`src/dbg_pkg.sv`:
```
`default_nettype none
package dbg_pkg;
  // ----------------------------------------------------------------
  // Widths and depth
  // ----------------------------------------------------------------
  localparam int ADDR_W = 16;
  localparam int BYTE_W = 8;
  localparam int WORD_W = 16;
  localparam int FIFO_DEPTH = 8;
  localparam int PTR_W = 3;

  // ----------------------------------------------------------------
  // Register map in high register space
  // ----------------------------------------------------------------
  localparam logic [ADDR_W-1:0] OFS_FORCE_RESET = 16'h1800;
  localparam logic [ADDR_W-1:0] OFS_CMP_A_HIGH = 16'h1810;
  localparam logic [ADDR_W-1:0] OFS_CMP_A_LOW = 16'h1811;
  localparam logic [ADDR_W-1:0] OFS_CMP_B_HIGH = 16'h1812;
  localparam logic [ADDR_W-1:0] OFS_CMP_B_LOW = 16'h1813;
  localparam logic [ADDR_W-1:0] OFS_FIFO_UPPER = 16'h1814;
  localparam logic [ADDR_W-1:0] OFS_FIFO_LOWER = 16'h1815;

  // ----------------------------------------------------------------
  // Field positions, zero constants and pointer step
  // ----------------------------------------------------------------
  localparam int FORCE_RESET_BIT = 0;
  localparam logic [BYTE_W-1:0] BYTE_ZERO = 8'h00;
  localparam logic [WORD_W-1:0] WORD_ZERO = 16'h0000;
  localparam logic [PTR_W-1:0] PTR_ONE = 3'h1;

  // State of the debug block apart from the trace memory
  typedef struct packed {
    logic [WORD_W-1:0] cmp_a;
    logic [WORD_W-1:0] cmp_b;
    logic [PTR_W-1:0] ptr;
    logic match;
    logic match_fetch;
    logic [ADDR_W-1:0] hit_addr;
    logic force_pend;
    logic tag_valid;
    logic [ADDR_W-1:0] tag_addr;
    logic [ADDR_W-1:0] last_op;
    logic enter;
    logic enter_tagged;
    logic rst_req;
    logic [BYTE_W-1:0] rdata;
    logic rvalid;
  } dbg_state_t;
endpackage : dbg_pkg
`default_nettype wire

```
`src/trace_mem_if.sv`:
```
`default_nettype none
interface trace_mem_if #(
  parameter int DW = 16,
  parameter int AW = 3
);
  logic we;
  logic [AW-1:0] waddr;
  logic [DW-1:0] wdata;
  logic [AW-1:0] raddr;
  logic [DW-1:0] rdata;

  modport ctrl (output we, output waddr, output wdata, output raddr, input rdata);
  modport mem (input we, input waddr, input wdata, input raddr, output rdata);
endinterface : trace_mem_if
`default_nettype wire

```
`src/trace_mem.sv`:
```
`default_nettype none
module trace_mem #(
  parameter int DW = 16,
  parameter int DEPTH = 8,
  parameter int AW = 3
) (
  input wire logic mclk,
  input wire logic reset,
  trace_mem_if.mem port
);
  logic [DW-1:0] mem_q [DEPTH];
  logic [DW-1:0] rdata_q;

  // ----------------------------------------------------------------
  // Storage and registered read
  // ----------------------------------------------------------------
  // Write first on a collision so the reader never sees a stale word
  always_ff @(posedge mclk) begin
    if (port.we) begin
      mem_q[port.waddr] <= port.wdata;
    end
    if (reset) begin
      rdata_q <= '0;
    end else if (port.we && port.waddr == port.raddr) begin
      rdata_q <= port.wdata;
    end else begin
      rdata_q <= mem_q[port.raddr];
    end
  end

  assign port.rdata = rdata_q;
endmodule : trace_mem
`default_nettype wire

```
`src/dbg_breakpoint.sv`:
```
// Operation
// - Compare each CPU bus address with the 16-bit match value; equal requests a breakpoint.
// - Forced type: enter background mode at the next instruction boundary after access.
// - Tagged type: mark matching opcode, enter background when it reaches queue end.
// - Enable bit, reset to 0, gates every breakpoint request.
// - Select bit 1 picks forced type, 0 picks tagged type.
// - Background write of 1 to bit 0 of force-reset register resets the chip.
// - Normal bus writes never set the force-reset bit.
// - Comparator and trace registers sit in high register space, open to application code.
// - Comparator bytes reset to 0x00, always readable, writes ignored while armed.
// - FIFO upper byte is read-only and reading it does not advance the FIFO.
// - Event-only modes store low bytes only; upper byte reads 0x00.
// - FIFO lower-byte read returns low half, then advances; writes ignored.
// - While armed, lower-byte reads do not advance the FIFO.
// - Unarmed lower-byte read stores latest opcode address into last FIFO slot.
// - FIFO is eight deep; ninth unarmed read returns the opcode address the first read stored.
`default_nettype none
module dbg_breakpoint (
  input wire logic mclk,
  input wire logic reset,
  // CPU side
  input wire logic [dbg_pkg::ADDR_W-1:0] bus_addr,
  input wire logic bus_valid,
  input wire logic opcode_fetch,
  input wire logic instr_boundary,
  input wire logic queue_end,
  input wire logic [dbg_pkg::ADDR_W-1:0] queue_end_addr,
  output logic bkgd_enter,
  output logic bkgd_tagged,
  // Background controller settings
  input wire logic [dbg_pkg::ADDR_W-1:0] breakpoint_match_value,
  input wire logic breakpoint_logic_enable,
  input wire logic force_or_tag_select,
  // Serial background write commands
  input wire logic bgnd_wr,
  input wire logic [dbg_pkg::ADDR_W-1:0] bgnd_addr,
  input wire logic [dbg_pkg::BYTE_W-1:0] bgnd_wdata,
  output logic mcu_reset_req,
  // Debug module state from its trigger logic
  input wire logic capture_active_flag,
  input wire logic event_only,
  input wire logic capture_valid,
  input wire logic [dbg_pkg::WORD_W-1:0] capture_data,
  // Normal CPU register access
  input wire logic reg_wr,
  input wire logic reg_rd,
  input wire logic [dbg_pkg::ADDR_W-1:0] reg_addr,
  input wire logic [dbg_pkg::BYTE_W-1:0] reg_wdata,
  output logic [dbg_pkg::BYTE_W-1:0] reg_rdata,
  output logic reg_rvalid,
  output logic [dbg_pkg::WORD_W-1:0] comparator_a,
  output logic [dbg_pkg::WORD_W-1:0] comparator_b
);
  import dbg_pkg::*;

  dbg_state_t s_q;
  dbg_state_t s_d;
  logic wr_ok;
  logic fl_rd;
  logic tag_hit;

  trace_mem_if #(.DW(WORD_W), .AW(PTR_W)) mif ();

  // ----------------------------------------------------------------
  // Trace storage
  // ----------------------------------------------------------------
  trace_mem #(.DW(WORD_W), .DEPTH(FIFO_DEPTH), .AW(PTR_W)) u_mem (
    .mclk(mclk),
    .reset(reset),
    .port(mif.mem)
  );

  // Helper terms for the next-state logic
  assign wr_ok = reg_wr && !capture_active_flag;
  assign fl_rd = reg_rd && reg_addr == OFS_FIFO_LOWER;
  assign tag_hit = queue_end && s_q.tag_valid && queue_end_addr == s_q.tag_addr;

  // ----------------------------------------------------------------
  // Next state
  // ----------------------------------------------------------------
  always_comb begin
    s_d = s_q;
    s_d.enter = 1'b0;
    s_d.enter_tagged = 1'b0;
    s_d.rst_req = 1'b0;
    s_d.rvalid = 1'b0;
    mif.we = 1'b0;
    mif.waddr = s_q.ptr;
    mif.wdata = WORD_ZERO;

    // Address compare each bus cycle, used one cycle later for timing
    s_d.match = breakpoint_logic_enable && bus_valid
                && bus_addr == breakpoint_match_value;
    s_d.match_fetch = opcode_fetch;
    s_d.hit_addr = bus_addr;
    if (bus_valid && opcode_fetch) begin
      s_d.last_op = bus_addr;
    end

    // Forced entry waits for the boundary; a new match in that cycle rearms
    if (instr_boundary && s_q.force_pend) begin
      s_d.enter = 1'b1;
      s_d.force_pend = 1'b0;
    end
    if (s_q.match && force_or_tag_select) begin
      s_d.force_pend = 1'b1;
    end

    // Tagged entry replaces execution of the marked opcode
    if (tag_hit) begin
      s_d.enter = 1'b1;
      s_d.enter_tagged = 1'b1;
      s_d.tag_valid = 1'b0;
    end
    if (s_q.match && !force_or_tag_select && s_q.match_fetch) begin
      s_d.tag_valid = 1'b1;
      s_d.tag_addr = s_q.hit_addr;
    end

    // Disabled logic drops everything pending and requests nothing
    if (!breakpoint_logic_enable) begin
      s_d.force_pend = 1'b0;
      s_d.tag_valid = 1'b0;
      s_d.enter = 1'b0;
      s_d.enter_tagged = 1'b0;
    end

    // Only the serial background path can reach the reset bit
    if (bgnd_wr && bgnd_addr == OFS_FORCE_RESET && bgnd_wdata[FORCE_RESET_BIT]) begin
      s_d.rst_req = 1'b1;
    end

    // Comparator writes; trace bytes are read-only
    if (wr_ok) begin
      unique case (reg_addr)
        OFS_CMP_A_HIGH: s_d.cmp_a[WORD_W-1:BYTE_W] = reg_wdata;
        OFS_CMP_A_LOW: s_d.cmp_a[BYTE_W-1:0] = reg_wdata;
        OFS_CMP_B_HIGH: s_d.cmp_b[WORD_W-1:BYTE_W] = reg_wdata;
        OFS_CMP_B_LOW: s_d.cmp_b[BYTE_W-1:0] = reg_wdata;
        default: ;
      endcase
    end

    // Register reads; unmapped addresses answer zero
    if (reg_rd) begin
      s_d.rvalid = 1'b1;
      unique case (reg_addr)
        OFS_CMP_A_HIGH: s_d.rdata = s_q.cmp_a[WORD_W-1:BYTE_W];
        OFS_CMP_A_LOW: s_d.rdata = s_q.cmp_a[BYTE_W-1:0];
        OFS_CMP_B_HIGH: s_d.rdata = s_q.cmp_b[WORD_W-1:BYTE_W];
        OFS_CMP_B_LOW: s_d.rdata = s_q.cmp_b[BYTE_W-1:0];
        OFS_FIFO_UPPER: s_d.rdata = event_only ? BYTE_ZERO
                                    : mif.rdata[WORD_W-1:BYTE_W];
        OFS_FIFO_LOWER: s_d.rdata = mif.rdata[BYTE_W-1:0];
        default: s_d.rdata = BYTE_ZERO;
      endcase
    end

    // Unarmed low read: profile the last opcode into the slot just left
    if (fl_rd && !capture_active_flag) begin
      mif.we = 1'b1;
      mif.wdata = s_q.last_op;
      s_d.ptr = s_q.ptr + PTR_ONE;
    end

    // Armed capture; reads then leave the pointer alone
    if (capture_active_flag && capture_valid) begin
      mif.we = 1'b1;
      mif.wdata = event_only ? {BYTE_ZERO, capture_data[BYTE_W-1:0]}
                  : capture_data;
      s_d.ptr = s_q.ptr + PTR_ONE;
    end
  end

  // Read address follows the next pointer so the word is ready on time
  assign mif.raddr = s_d.ptr;

  // ----------------------------------------------------------------
  // State register
  // ----------------------------------------------------------------
  always_ff @(posedge mclk) begin
    if (reset) begin
      s_q <= '0;
    end else begin
      s_q <= s_d;
    end
  end

  // Outputs straight from flops
  assign bkgd_enter = s_q.enter;
  assign bkgd_tagged = s_q.enter_tagged;
  assign mcu_reset_req = s_q.rst_req;
  assign reg_rdata = s_q.rdata;
  assign reg_rvalid = s_q.rvalid;
  assign comparator_a = s_q.cmp_a;
  assign comparator_b = s_q.cmp_b;
endmodule : dbg_breakpoint
`default_nettype wire

```
`config.mk`:
```
export PLATFORM = sky130hd
export DESIGN_NAME = dbg_breakpoint
export DESIGN_NICKNAME = d
export VERILOG_FILES = /design/src/dbg_pkg.sv /design/src/trace_mem_if.sv /design/src/trace_mem.sv /design/src/dbg_breakpoint.sv
export SDC_FILE = /design/constraint.sdc
export NUM_CORES = 1
export LEC_CHECK = 0
export BUFFER_PORTS_ARGS = -buffer_cell sky130_fd_sc_hd__buf_4
export CORE_MARGIN = 4
export CORE_UTILIZATION = 30
export DETAILED_ROUTE_END_ITERATION = 10
export SYNTH_ARGS = -nofsm -noshare
export SYNTH_HDL_FRONTEND = slang
export SYNTH_SLANG_ARGS = --single-unit
```
`constraint.sdc`:
```
create_clock -name mclk -period 9.55 [get_ports mclk]
set_input_delay 0.955 -clock mclk [delete_from_list [all_inputs] [get_ports mclk]]
set_output_delay 0.955 -clock mclk [all_outputs]
set_load 0.02 [all_outputs]
```
==> results of run 1 <==
## worst min-delay path, cell delays in order, from the launching register on
cell and delay [ps]:
dfxtp_1 290, nand2_1 50, a21oi_1 50
## per-layer routing
layer / up-vias / share of wire (%) / track usage, %
li1: 3547 / - / -
met1: 3671 / 46 / 20.3
met2: 243 / 46 / 22.6
met3: 35 / 5.9 / 2.47
met4: 0 / 1.9 / 3.44
met5: - / 0 / 0
## cell type report
cell class	instances	area (µm²)
clock buffers	34	732
clock inverters	14	144
fillers	3305	21100
multi-input cells	586	3740
flip-flops and latches	243	6150
well taps	448	561
repair buffers	172	1290
## stage by stage
step	total power [W]	instances	hold slack, ps	area [µm²]	setup slack [ps]
2_1_floorplan	0.00127	930	417	10300	5340
3_3_place_gp	0.00137	1449	425	11700	5460
3_5_place_dp	0.00137	1449	428	11700	5430
4_1_cts	0.00238	1497	436	12600	5980
5_1_grt	0.00244	1497	453	12600	5830
6_report	0.00236	1497	435	12600	5980
## report_power, final
part	switching, W	internal [W]	leakage [nW]
Clock	0.000430	0.000576	0.423
Combinational	0.000130	0.0000854	2.08
Sequential	0.0000136	0.00112	2.13
## state kept, by name, summed over array words and instances, names as in the netlist
signal	count
bkgd_enter	1
bkgd_tagged	1
comparator_a	16
comparator_b	16
mcu_reset_req	1
mif.waddr	3
reg_rdata	8
reg_rvalid	1
s_q	52
u_mem.mem_q	128
u_mem.port.rdata	16
## cells in the mapped netlist, drive strengths merged (3+ instances only)
library cell	count
a22o	16
mux2i	53
nor3b	6
a21oi	70
nor2	55
clkbuf	43
nor4b	4
nand4b	3
or3	3
nand3	129
a21boi	32
nand2	76
nor3	13
xnor2	25
edfxtp	128
buf	58
dfxtp	115
nor2b	21
or4	17
a221oi	8
nand4	8
nor4	8
o221ai	8
xor2	10
nand2b	4
## cell families after synthesis
| kind of cell | after synthesis |
|---|---|
| fa+ha+maj | 1 |
| flops | 243 |
| compound gates | 137 |
| simple gates | 359 |
| xor+xnor | 35 |
| buf+inv | 101 |
| mux | 54 |
## cell usage in the layout, fill, tap and decap left out, drive strengths merged, types with 10 or more instances in the layout
master / instances
edfxtp: 128
a22o: 16
a21boi: 32
nand3: 129
xor2: 10
mux2i: 53
nand2: 76
clkbuf: 34
dfxtp: 115
nor2b: 21
or4: 17
a21oi: 70
buf: 172
nor2: 55
nor3: 13
xnor2: 25
## how the worst max path moves through the flow
stage | startpoint | endpoint | slack (ps) | cells past startpoint
after floorplan | reg_addr[3] | u_mem.mem_q[4][0]$_DFFE_PP_ | 5340 | 4
after global placement | reg_addr[3] | u_mem.mem_q[3][13]$_DFFE_PP_ | 5460 | 7
after detailed placement | reg_addr[3] | u_mem.mem_q[3][15]$_DFFE_PP_ | 5430 | 7
after CTS | reg_addr[3] | u_mem.mem_q[3][15]$_DFFE_PP_ | 5980 | 7
after global routing | reg_addr[3] | u_mem.mem_q[7][10]$_DFFE_PP_ | 5830 | 7
final | reg_addr[3] | u_mem.mem_q[3][15]$_DFFE_PP_ | 5980 | 7
==> results.md, run 1 <==
* Run status: completed
* Power density of the placed cells at 187 nW/µm²
* CP cell instances: buf_4 > or4b_4 > nand4b_1 > nor2_1 > buf_4 > o21ai_0 > nor3b_4
* Fin. Hold Viols at 0
* Headroom to the max-slew limit at a little under a fifth
* Clock slew at reported path FFs at about 60 ps
* CTS buffer count at 26
* Slew @ Worst Pin at 1190 ps
* Starting Density at a little under a third
* Largest net degree at the start of global routing at 71
* Routed len/inst at 18.8 µm
* Register area share after synthesis at about three fifths
* Post-Synth Adder-Cell Area at 0.121%
* Post-synthesis xor/xnor area fraction at 2.97%
* Via/cell ratio at 5.01
* R2R cell count at 7
* Post-synthesis cell area at between 10000 and 15000 µm²
* WP buf/inv at 2
* N_diodes at 0
* Die Span X at 193 µm
* Most used cell, CP: buf_4
* Area growth syn-to-layout at 22.2%
* Final setup viols at 0
* Vias in the first global route at ~7400
* Final net count at 1156
* Iter 0 DRT Violations at around 500
* Max incr delay on CP at 1030 ps
* Final Util at roughly 37%
* Cell taking the most area after synthesis: edfxtp_1
* Max FO, Critical Path at 18
* Synth Area in Compound Gates at 8.73%
* Boundary pin count at 170
* Clk_lat worst skew at ~550 ps
* Yosys synthesis warning count at 0
* First-pass GRT wire length at 43300 µm
* Die Area at 37400 µm²
* Achievable clock frequency at 0.280 GHz
* Ys flop type: edfxtp_1
* Hold endpoint: s_q[28]$_SDFFE_PP0P_
* TritonCTS clock tree: built
* RSZ-0062 raised after global routing: no
* Fin Setup TNS at 0 ps
* Lkg Pwr at between 4 and 5 nW
* CP endpoint kind: flip-flop
* RePlAce Congestion at 0.784
* Top-area cell type share of the netlist area at 37.2%
* Grt total ovfl at 0
* Via Count at 7496
* Synth cell types at 47
* R2R setup slack at roughly 6700 ps
* Final Skew at 20.8 ps
* Worst path arrival time at 3720 ps
* Register bit count reported by yosys at 243
* Mean Syn Cell Area at roughly 11 µm²
* Kind of critical path: input port to flip-flop
* Row count at 67
* Pre-Repair DR Iteration Count at 5
* Largest family of logic cells by synthesized area: simple AND/OR/NAND/NOR gates
* Hold-fix buffers, CTS at 0
* Slowest-stage cell, CP: nor3b_4
* Syn Nets at around 1100
* Port Buffer Count at 162
* Post-synthesis cell count at 930
* Share of cells above drive strength 1 at 23.0%
* Clk sinks at 243
* Critical Path RT at 9710 ps
* Post-layout min period at approximately 3600 ps
* Worst r2r dst: u_mem.port.rdata[15]$_SDFF_PP0_
* H-tree levels at 1
* Hold path cells at 2
* Antenna Nets Post-Route at 0
* Initial antenna violation count at 1
* Post-synth ARST share at 0%
* Die height at 193 µm
* RR Startpoint: mif.waddr[1]$_SDFF_PP0_
* Mux share of post-synthesis cell area at 5.49%
* Core area at 33700 µm²
* CTS Buffer Depth at 3
* Root Buffer: clkbuf_16
* Slew Viols, Final at 0
* Hold Path Origin: s_q[46]$_SDFF_PP0_
* Final worst-path cycle share at a little under two fifths
* CP top delay family: simple AND/OR/NAND/NOR gates
* Post-CTS setup buffers at 0
* Post-route DRC violation count at 0
* DPL Wire Length at 17800 µm
* Final wirelength at ~28000 µm
* Top post-synthesis cells by area: edfxtp_1, dfxtp_1, nand3_1
* HP Class: flip-flop to flip-flop
* Total of max-cap violations at 0
* EDFF count, synth at about 130
* Total global-route track usage at 14.2%
* Synth Area in Simple Gates at 17.8%
* Post-cts sizing count at 0
* Startpoint types: input port
* Peak VDD IR at 0.000136 V
Power figures use the tool's default switching activity.
==> run 2: changes to the inputs <==
- clock period: 9.55 -> 3.5 ns (I/O delays scaled with it)
==> run 2 against run 1 <==
  * Setup slack got worse by 5400 ps
  * Sequential share of layout area fell by 0.23 points
  * Utilization rose by 0.17 points
  * Critical path type is now flip-flop to flip-flop
  * Critical endpoint is now u_mem.port.rdata[5]$_SDFF_PP0_
  * Largest cell class unchanged
==> results.md, run 2 (synthesis results as in run 1) <==
* Post-route insts no fill at 1518 (+1.4%)
* Final setup viols at 0 (unchanged)
* Lkg Pwr at 4.73 nW (+1.9%)
* Die Span X at 193 µm (unchanged)
* Slew Viols, Final at 0 (unchanged)
* CTS Buffer Depth at 3 (unchanged)
* Via Count at 7542 (+0.61%)
* CP top delay family: compound AO/OA/AOI/OAI gates
* Final net count at 1178 (+1.9%)
* Post-CTS setup buffers at 0 (unchanged)
* Antenna Nets Post-Route at 0 (unchanged)
* Clk sinks at 243 (unchanged)
* Starting Density at 30.6% (unchanged)
* Placed insts at 1471 (+1.5%)
* Die height at 193 µm (unchanged)
* CTS buffer count at 25 (-3.8%)
* Fin. Hold Viols at 0 (unchanged)
* Final worst-path cycle share at 82.3%
* HP Class: input port to flip-flop
* Routed len/inst at 18.3 µm (-2.4%)
* Startpoint types: flip-flop
* Total of max-cap violations at 0 (unchanged)
* Pre-Repair DR Iteration Count at 5 (unchanged)
* Max FO, Critical Path at 41 (+23)
* Row count at 67 (unchanged)
* Commonest non-fill, non-tap cells in the layout: buf_4, nand3_1, edfxtp_1, dfxtp_1, nand2_1
* Largest net degree at the start of global routing at 72 (+1.4%)
* Final wirelength at 27800 µm (-1.0%)
* Vias in the first global route at 7378 (-0.32%)
* Core area at 33700 µm² (unchanged)
* Grt total ovfl at 0 (unchanged)
* Critical Path RT at 3960 ps (-5750 ps)
* First-pass GRT wire length at 43000 µm (-0.62%)
* Peak VDD IR at 0.000377 V (+180%)
* Root Buffer: clkbuf_16
* Power density of the placed cells at 489 nW/µm² (+160%)
* Total global-route track usage at 14.2% (-0.059 points)
* Max incr delay on CP at 900 ps (-130 ps)
* Most common cell after layout, fill and taps aside: buf_4
* Slew @ Worst Pin at 1210 ps (+17.5 ps)
* Clk_lat worst skew at 520 ps (-30 ps)
* Post-layout min period at 2880 ps
* Headroom to the max-slew limit at 17.8% (-1.2 points)
* TritonCTS clock tree: built
* Worst path arrival time at 3350 ps (-370 ps)
* Area growth syn-to-layout at 22.8%
* Slowest-stage cell, CP: a21oi_4
* RSZ-0062 raised after global routing: no
* WP buf/inv at 1 (-1)
* Port Buffer Count at 162 (unchanged)
* Die Area at 37400 µm² (unchanged)
* Run status: completed
* RePlAce Congestion at 0.783 (-0.17%)
* Largest regs: u_mem.mem_q: 128 flops, s_q: 52 flops
* Max FFs per register at 128 (unchanged)
* Kind of critical path: flip-flop to flip-flop
* Boundary pin count at 170 (unchanged)
* Most flop-heavy register: u_mem.mem_q
* Clock slew at reported path FFs at 60 ps (about the same)
* N_diodes at 0 (unchanged)
* Share of cells above drive strength 1 at 23.4% (+0.39 points)
* CP cell instances: ha_1 > nor2_1 > a21oi_4 > buf_4 > nand3_1 > a21oi_1 > or4_1
* DPL Wire Length at 18600 µm (+4.2%)
* Post-route DRC violation count at 0 (unchanged)
* Iter 0 DRT Violations at 492 (-2.4%)
* Initial antenna violation count at 0 (-1)
* Achievable clock frequency at 0.347 GHz
* Final Skew at 10.4 ps (-10.4 ps)
* Fin Setup TNS at 0 ps (unchanged)
* Via/cell ratio at 4.97 (-0.78%)
* H-tree levels at 1 (unchanged)
* CP endpoint kind: flip-flop
[run 2: changes by cell type in the layout (fill, tap and decap cells not counted), moves of 3 or more]
cell        change
buf_4          +20
clkinvlp_4      -4
clkbuf_1        +8
clkbuf_8        -3
[run 2: final cells by class]
type / instances / area [µm²]
flip-flops and latches: 243 / 6150
repair buffers: 195 / 1490
clock buffers: 39 / 701
fillers: 3327 / 21000
multi-input cells: 586 / 3710
well taps: 448 / 561
clock inverters: 7 / 61.3
[run 2: path summary, 6_finish.rpt]
kind / startpoint / end / slack [ps] / cells past startpoint
setup / recovery: mif.waddr[0]$_SDFF_PP0_ / u_mem.port.rdata[5]$_SDFF_PP0_ / 620 / 7
hold / removal: opcode_fetch / s_q[62]$_SDFF_PP0_ / 60 / 2
setup reg to reg: mif.waddr[0]$_SDFF_PP0_ / u_mem.port.rdata[5]$_SDFF_PP0_ / 620 / 7
hold reg to reg: s_q[53]$_SDFF_PP0_ / s_q[35]$_SDFFE_PP0P_ / 440 / 2
[run 2: repair_timing]
action | CTS | global route
hold endpoints to repair | 1 | 0
resized for setup | 0 | 0
hold buffers | 1 | 0
[run 2: power breakdown]
part,internal [W],leakage [nW],switching [W],total [W]
Clock,0.00145,0.376,0.00105,0.00249
Combinational,0.000244,2.22,0.000348,0.000592
Sequential,0.00306,2.13,0.0000431,0.00311
[run 2: layer usage]
metal	up-vias	track usage, %	part of all wire, %
met1	3698	20.4	47
li1	3590	-	-
met4	0	3.07	1.6
met2	219	22.8	46
met3	35	2.14	5.3
met5	-	0	0
[run 2: metrics by stage]
stage                     power (W)  worst slack [ps]  util, %  hold WS, ps  area, µm²
final                       0.00619               619     37.6         58.4      12700
after global routing        0.00644               407     37.6         68.4      12700
after CTS                   0.00624               605     37.6         44.5      12700
after detailed placement    0.00376               442     35.3          430      11900
after global placement      0.00375               514     35.3          423      11900
after floorplan             0.00348              -102        -          417      10300
==> run 3: changes to the inputs <==
- clock period: 3.5 -> 2.8 ns (I/O delays scaled with it)
==> run 3 against run 2 <==
  * Via count increased by 1.7%
  * Setup slack worse by 250 ps
  * Global-route usage grew 0.13 points
  * Final area increased by 3.0%
  * Fmax is 19% higher
  * First-iteration DRC count up 17%
  * Utilization grew 1.1 points
  * Power up 28%
  * Non-clock buffer count up 29
  * Sequential share of layout area fell by 1.4 points
  * Count of clock-buffer cells in the layout decreased by 3
==> results.md, run 3 (synthesis results as in run 1) <==
* Slew Viols, Final at 0 (unchanged)
* Die height at 193 µm (unchanged)
* Final Util at 38.7% (+1.1 points)
* Power density of the placed cells at 606 nW/µm² (+24%)
* Iter 0 DRT Violations at 577 (+17%)
* Clk_lat worst skew at 530 ps (about the same)
* Post-layout min period at 2430 ps (-450 ps)
* CTS buffer count at 25 (unchanged)
* Final setup viols at 0 (unchanged)
* Fin Setup TNS at 0 ps (unchanged)
* Max FFs per register at 128 (unchanged)
* Final Skew at 20.4 ps (+9.98 ps)
* Port Buffer Count at 162 (unchanged)
* Post-route DRC violation count at 0 (unchanged)
* Clk sinks at 243 (unchanged)
* Share of cells above drive strength 1 at 23.9% (+0.57 points)
* Max incr delay on CP at 570 ps (-330 ps)
* DPL Wire Length at 18600 µm (+0.15%)
* Row count at 67 (unchanged)
* Seq. cell area at 6150 µm² (unchanged)
* CP cell instances: ha_1 > nor2_1 > mux2i_4 > buf_12 > nand3_1 > a21boi_0 > or4_1
* Area growth syn-to-layout at 26.4%
* Routed len/inst at 18.0 µm (-1.8%)
* Post-CTS setup buffers at 0 (unchanged)
* Die Span X at 193 µm (unchanged)
* Boundary pin count at 170 (unchanged)
* Final worst-path cycle share at 86.8% (+4.5 points)
* Vias in the first global route at 7559 (+2.5%)
* Filler instances at 3282 (-1.4%)
* Root Buffer: clkbuf_16
* Largest regs: u_mem.mem_q: 128 flops, s_q: 52 flops
* Total of max-cap violations at 0 (unchanged)
* Initial antenna violation count at 0 (unchanged)
* Commonest non-fill, non-tap cells in the layout: buf_4, nand3_1, edfxtp_1, dfxtp_1, nand2_1
* Final wirelength at 27800 µm (about the same)
* HP Class: input port to flip-flop
* Max FO, Critical Path at 64 (+56%)
* Peak VDD IR at 0.000534 V (+42%)
* Via Count at 7668 (+1.7%)
* Headroom to the max-slew limit at 58.4% (+41 points)
* Starting Density at 30.6% (unchanged)
* Kind of critical path: flip-flop to flip-flop
* Final net count at 1207 (+2.5%)
* Fin. Hold Viols at 0 (unchanged)
* CP endpoint kind: flip-flop
* Grt total ovfl at 0 (unchanged)
* Lkg Pwr at 4.90 nW (+3.7%)
* Core area at 33700 µm² (unchanged)
* First-pass GRT wire length at 43600 µm (+1.3%)
* Clock slew at reported path FFs at 60 ps (about the same)
* Achievable clock frequency at 0.411 GHz (+19%)
* Total global-route track usage at 14.3% (+0.13 points)
* H-tree levels at 1 (unchanged)
* WP buf/inv at 1 (unchanged)
* Fin Hold WS at 20.6 ps (-37.8 ps)
* Worst path arrival time at 2820 ps (-530 ps)
* N_diodes at 0 (unchanged)
* Run status: completed
* Pre-Repair DR Iteration Count at 5 (unchanged)
* Final Power at 0.00791 W (+28%)
* Largest net degree at the start of global routing at 66 (-8.3%)
* Slowest-stage cell, CP: dfxtp_1
* Die Area at 37400 µm² (unchanged)
* CTS Buffer Depth at 3 (unchanged)
* Slew @ Worst Pin at 618 ps (-591 ps)
* Antenna Nets Post-Route at 0 (unchanged)
* Area of the multi-input gates at 3710 µm² (unchanged)
* TritonCTS clock tree: built
* RSZ-0062 raised after global routing: no
* Most flop-heavy register: u_mem.mem_q
* Post-cts sizing count at 0 (unchanged)
* Startpoint types: flip-flop
* CP top delay family: simple AND/OR/NAND/NOR gates
* Via/cell ratio at 4.96 (-0.24%)
* RePlAce Congestion at 0.799 (+2.1%)
* Critical Path RT at 3190 ps (-770 ps)
* Most common cell after layout, fill and taps aside: buf_4
## run 3: cell count changes in the layout (fill, tap and decap cells not counted), sizes merged
| cell | before | now |
|---|---|---|
| clkinv | 5 | 7 |
| buf | 194 | 206 |
| bufinv | 1 | 2 |
| clkbuf | 39 | 36 |
| dlygate4sd3 | 1 | 18 |
## run 3: through the flow
step                      area (µm²)  instances  setup slack [ps]
after floorplan                10300        930              -732
after detailed placement       12100       1483             -18.6
after global routing           13000       1547               277
after CTS                      13000       1547               431
after global placement         12100       1483             -4.76
final                          13000       1547               369
## run 3: per-layer routing
metal | vias to the layer above | global-route usage (%) | share of wire, %
met5 | - | 0 | 0
met4 | 0 | 3.46 | 1.8
met2 | 259 | 23.0 | 46
li1 | 3651 | - | -
met1 | 3726 | 20.3 | 46
met3 | 32 | 2.24 | 5.7
## run 3: worst paths after layout
path,start,cells past startpoint,to,slack [ps]
max,mif.waddr[1]$_SDFF_PP0_,7,u_mem.port.rdata[0]$_SDFF_PP0_,370
min,bus_addr[1],2,s_q[47]$_SDFF_PP0_,20
max reg2reg,mif.waddr[1]$_SDFF_PP0_,7,u_mem.port.rdata[0]$_SDFF_PP0_,370
min reg2reg,s_q[53]$_SDFF_PP0_,2,s_q[35]$_SDFFE_PP0P_,430
## run 3: power by group
group	total, W	internal (W)	switching [W]
Clock	0.00325	0.00191	0.00134
Combinational	0.000785	0.000342	0.000443
Sequential	0.00388	0.00383	0.0000479
## run 3: repair_timing
action | CTS | global route
hold buffers | 18 | 0
hold endpoints to repair | 19 | 0
endpoints found under the setup margin | 0 | 0
## run 3: final cells by class
cell class	instances	area share [%]
clock buffers	36	5.30
clock inverters	10	0.844
multi-input cells	586	28.4
flip-flops and latches	243	47.1
well taps	448	4.30
repair buffers	224	14.0
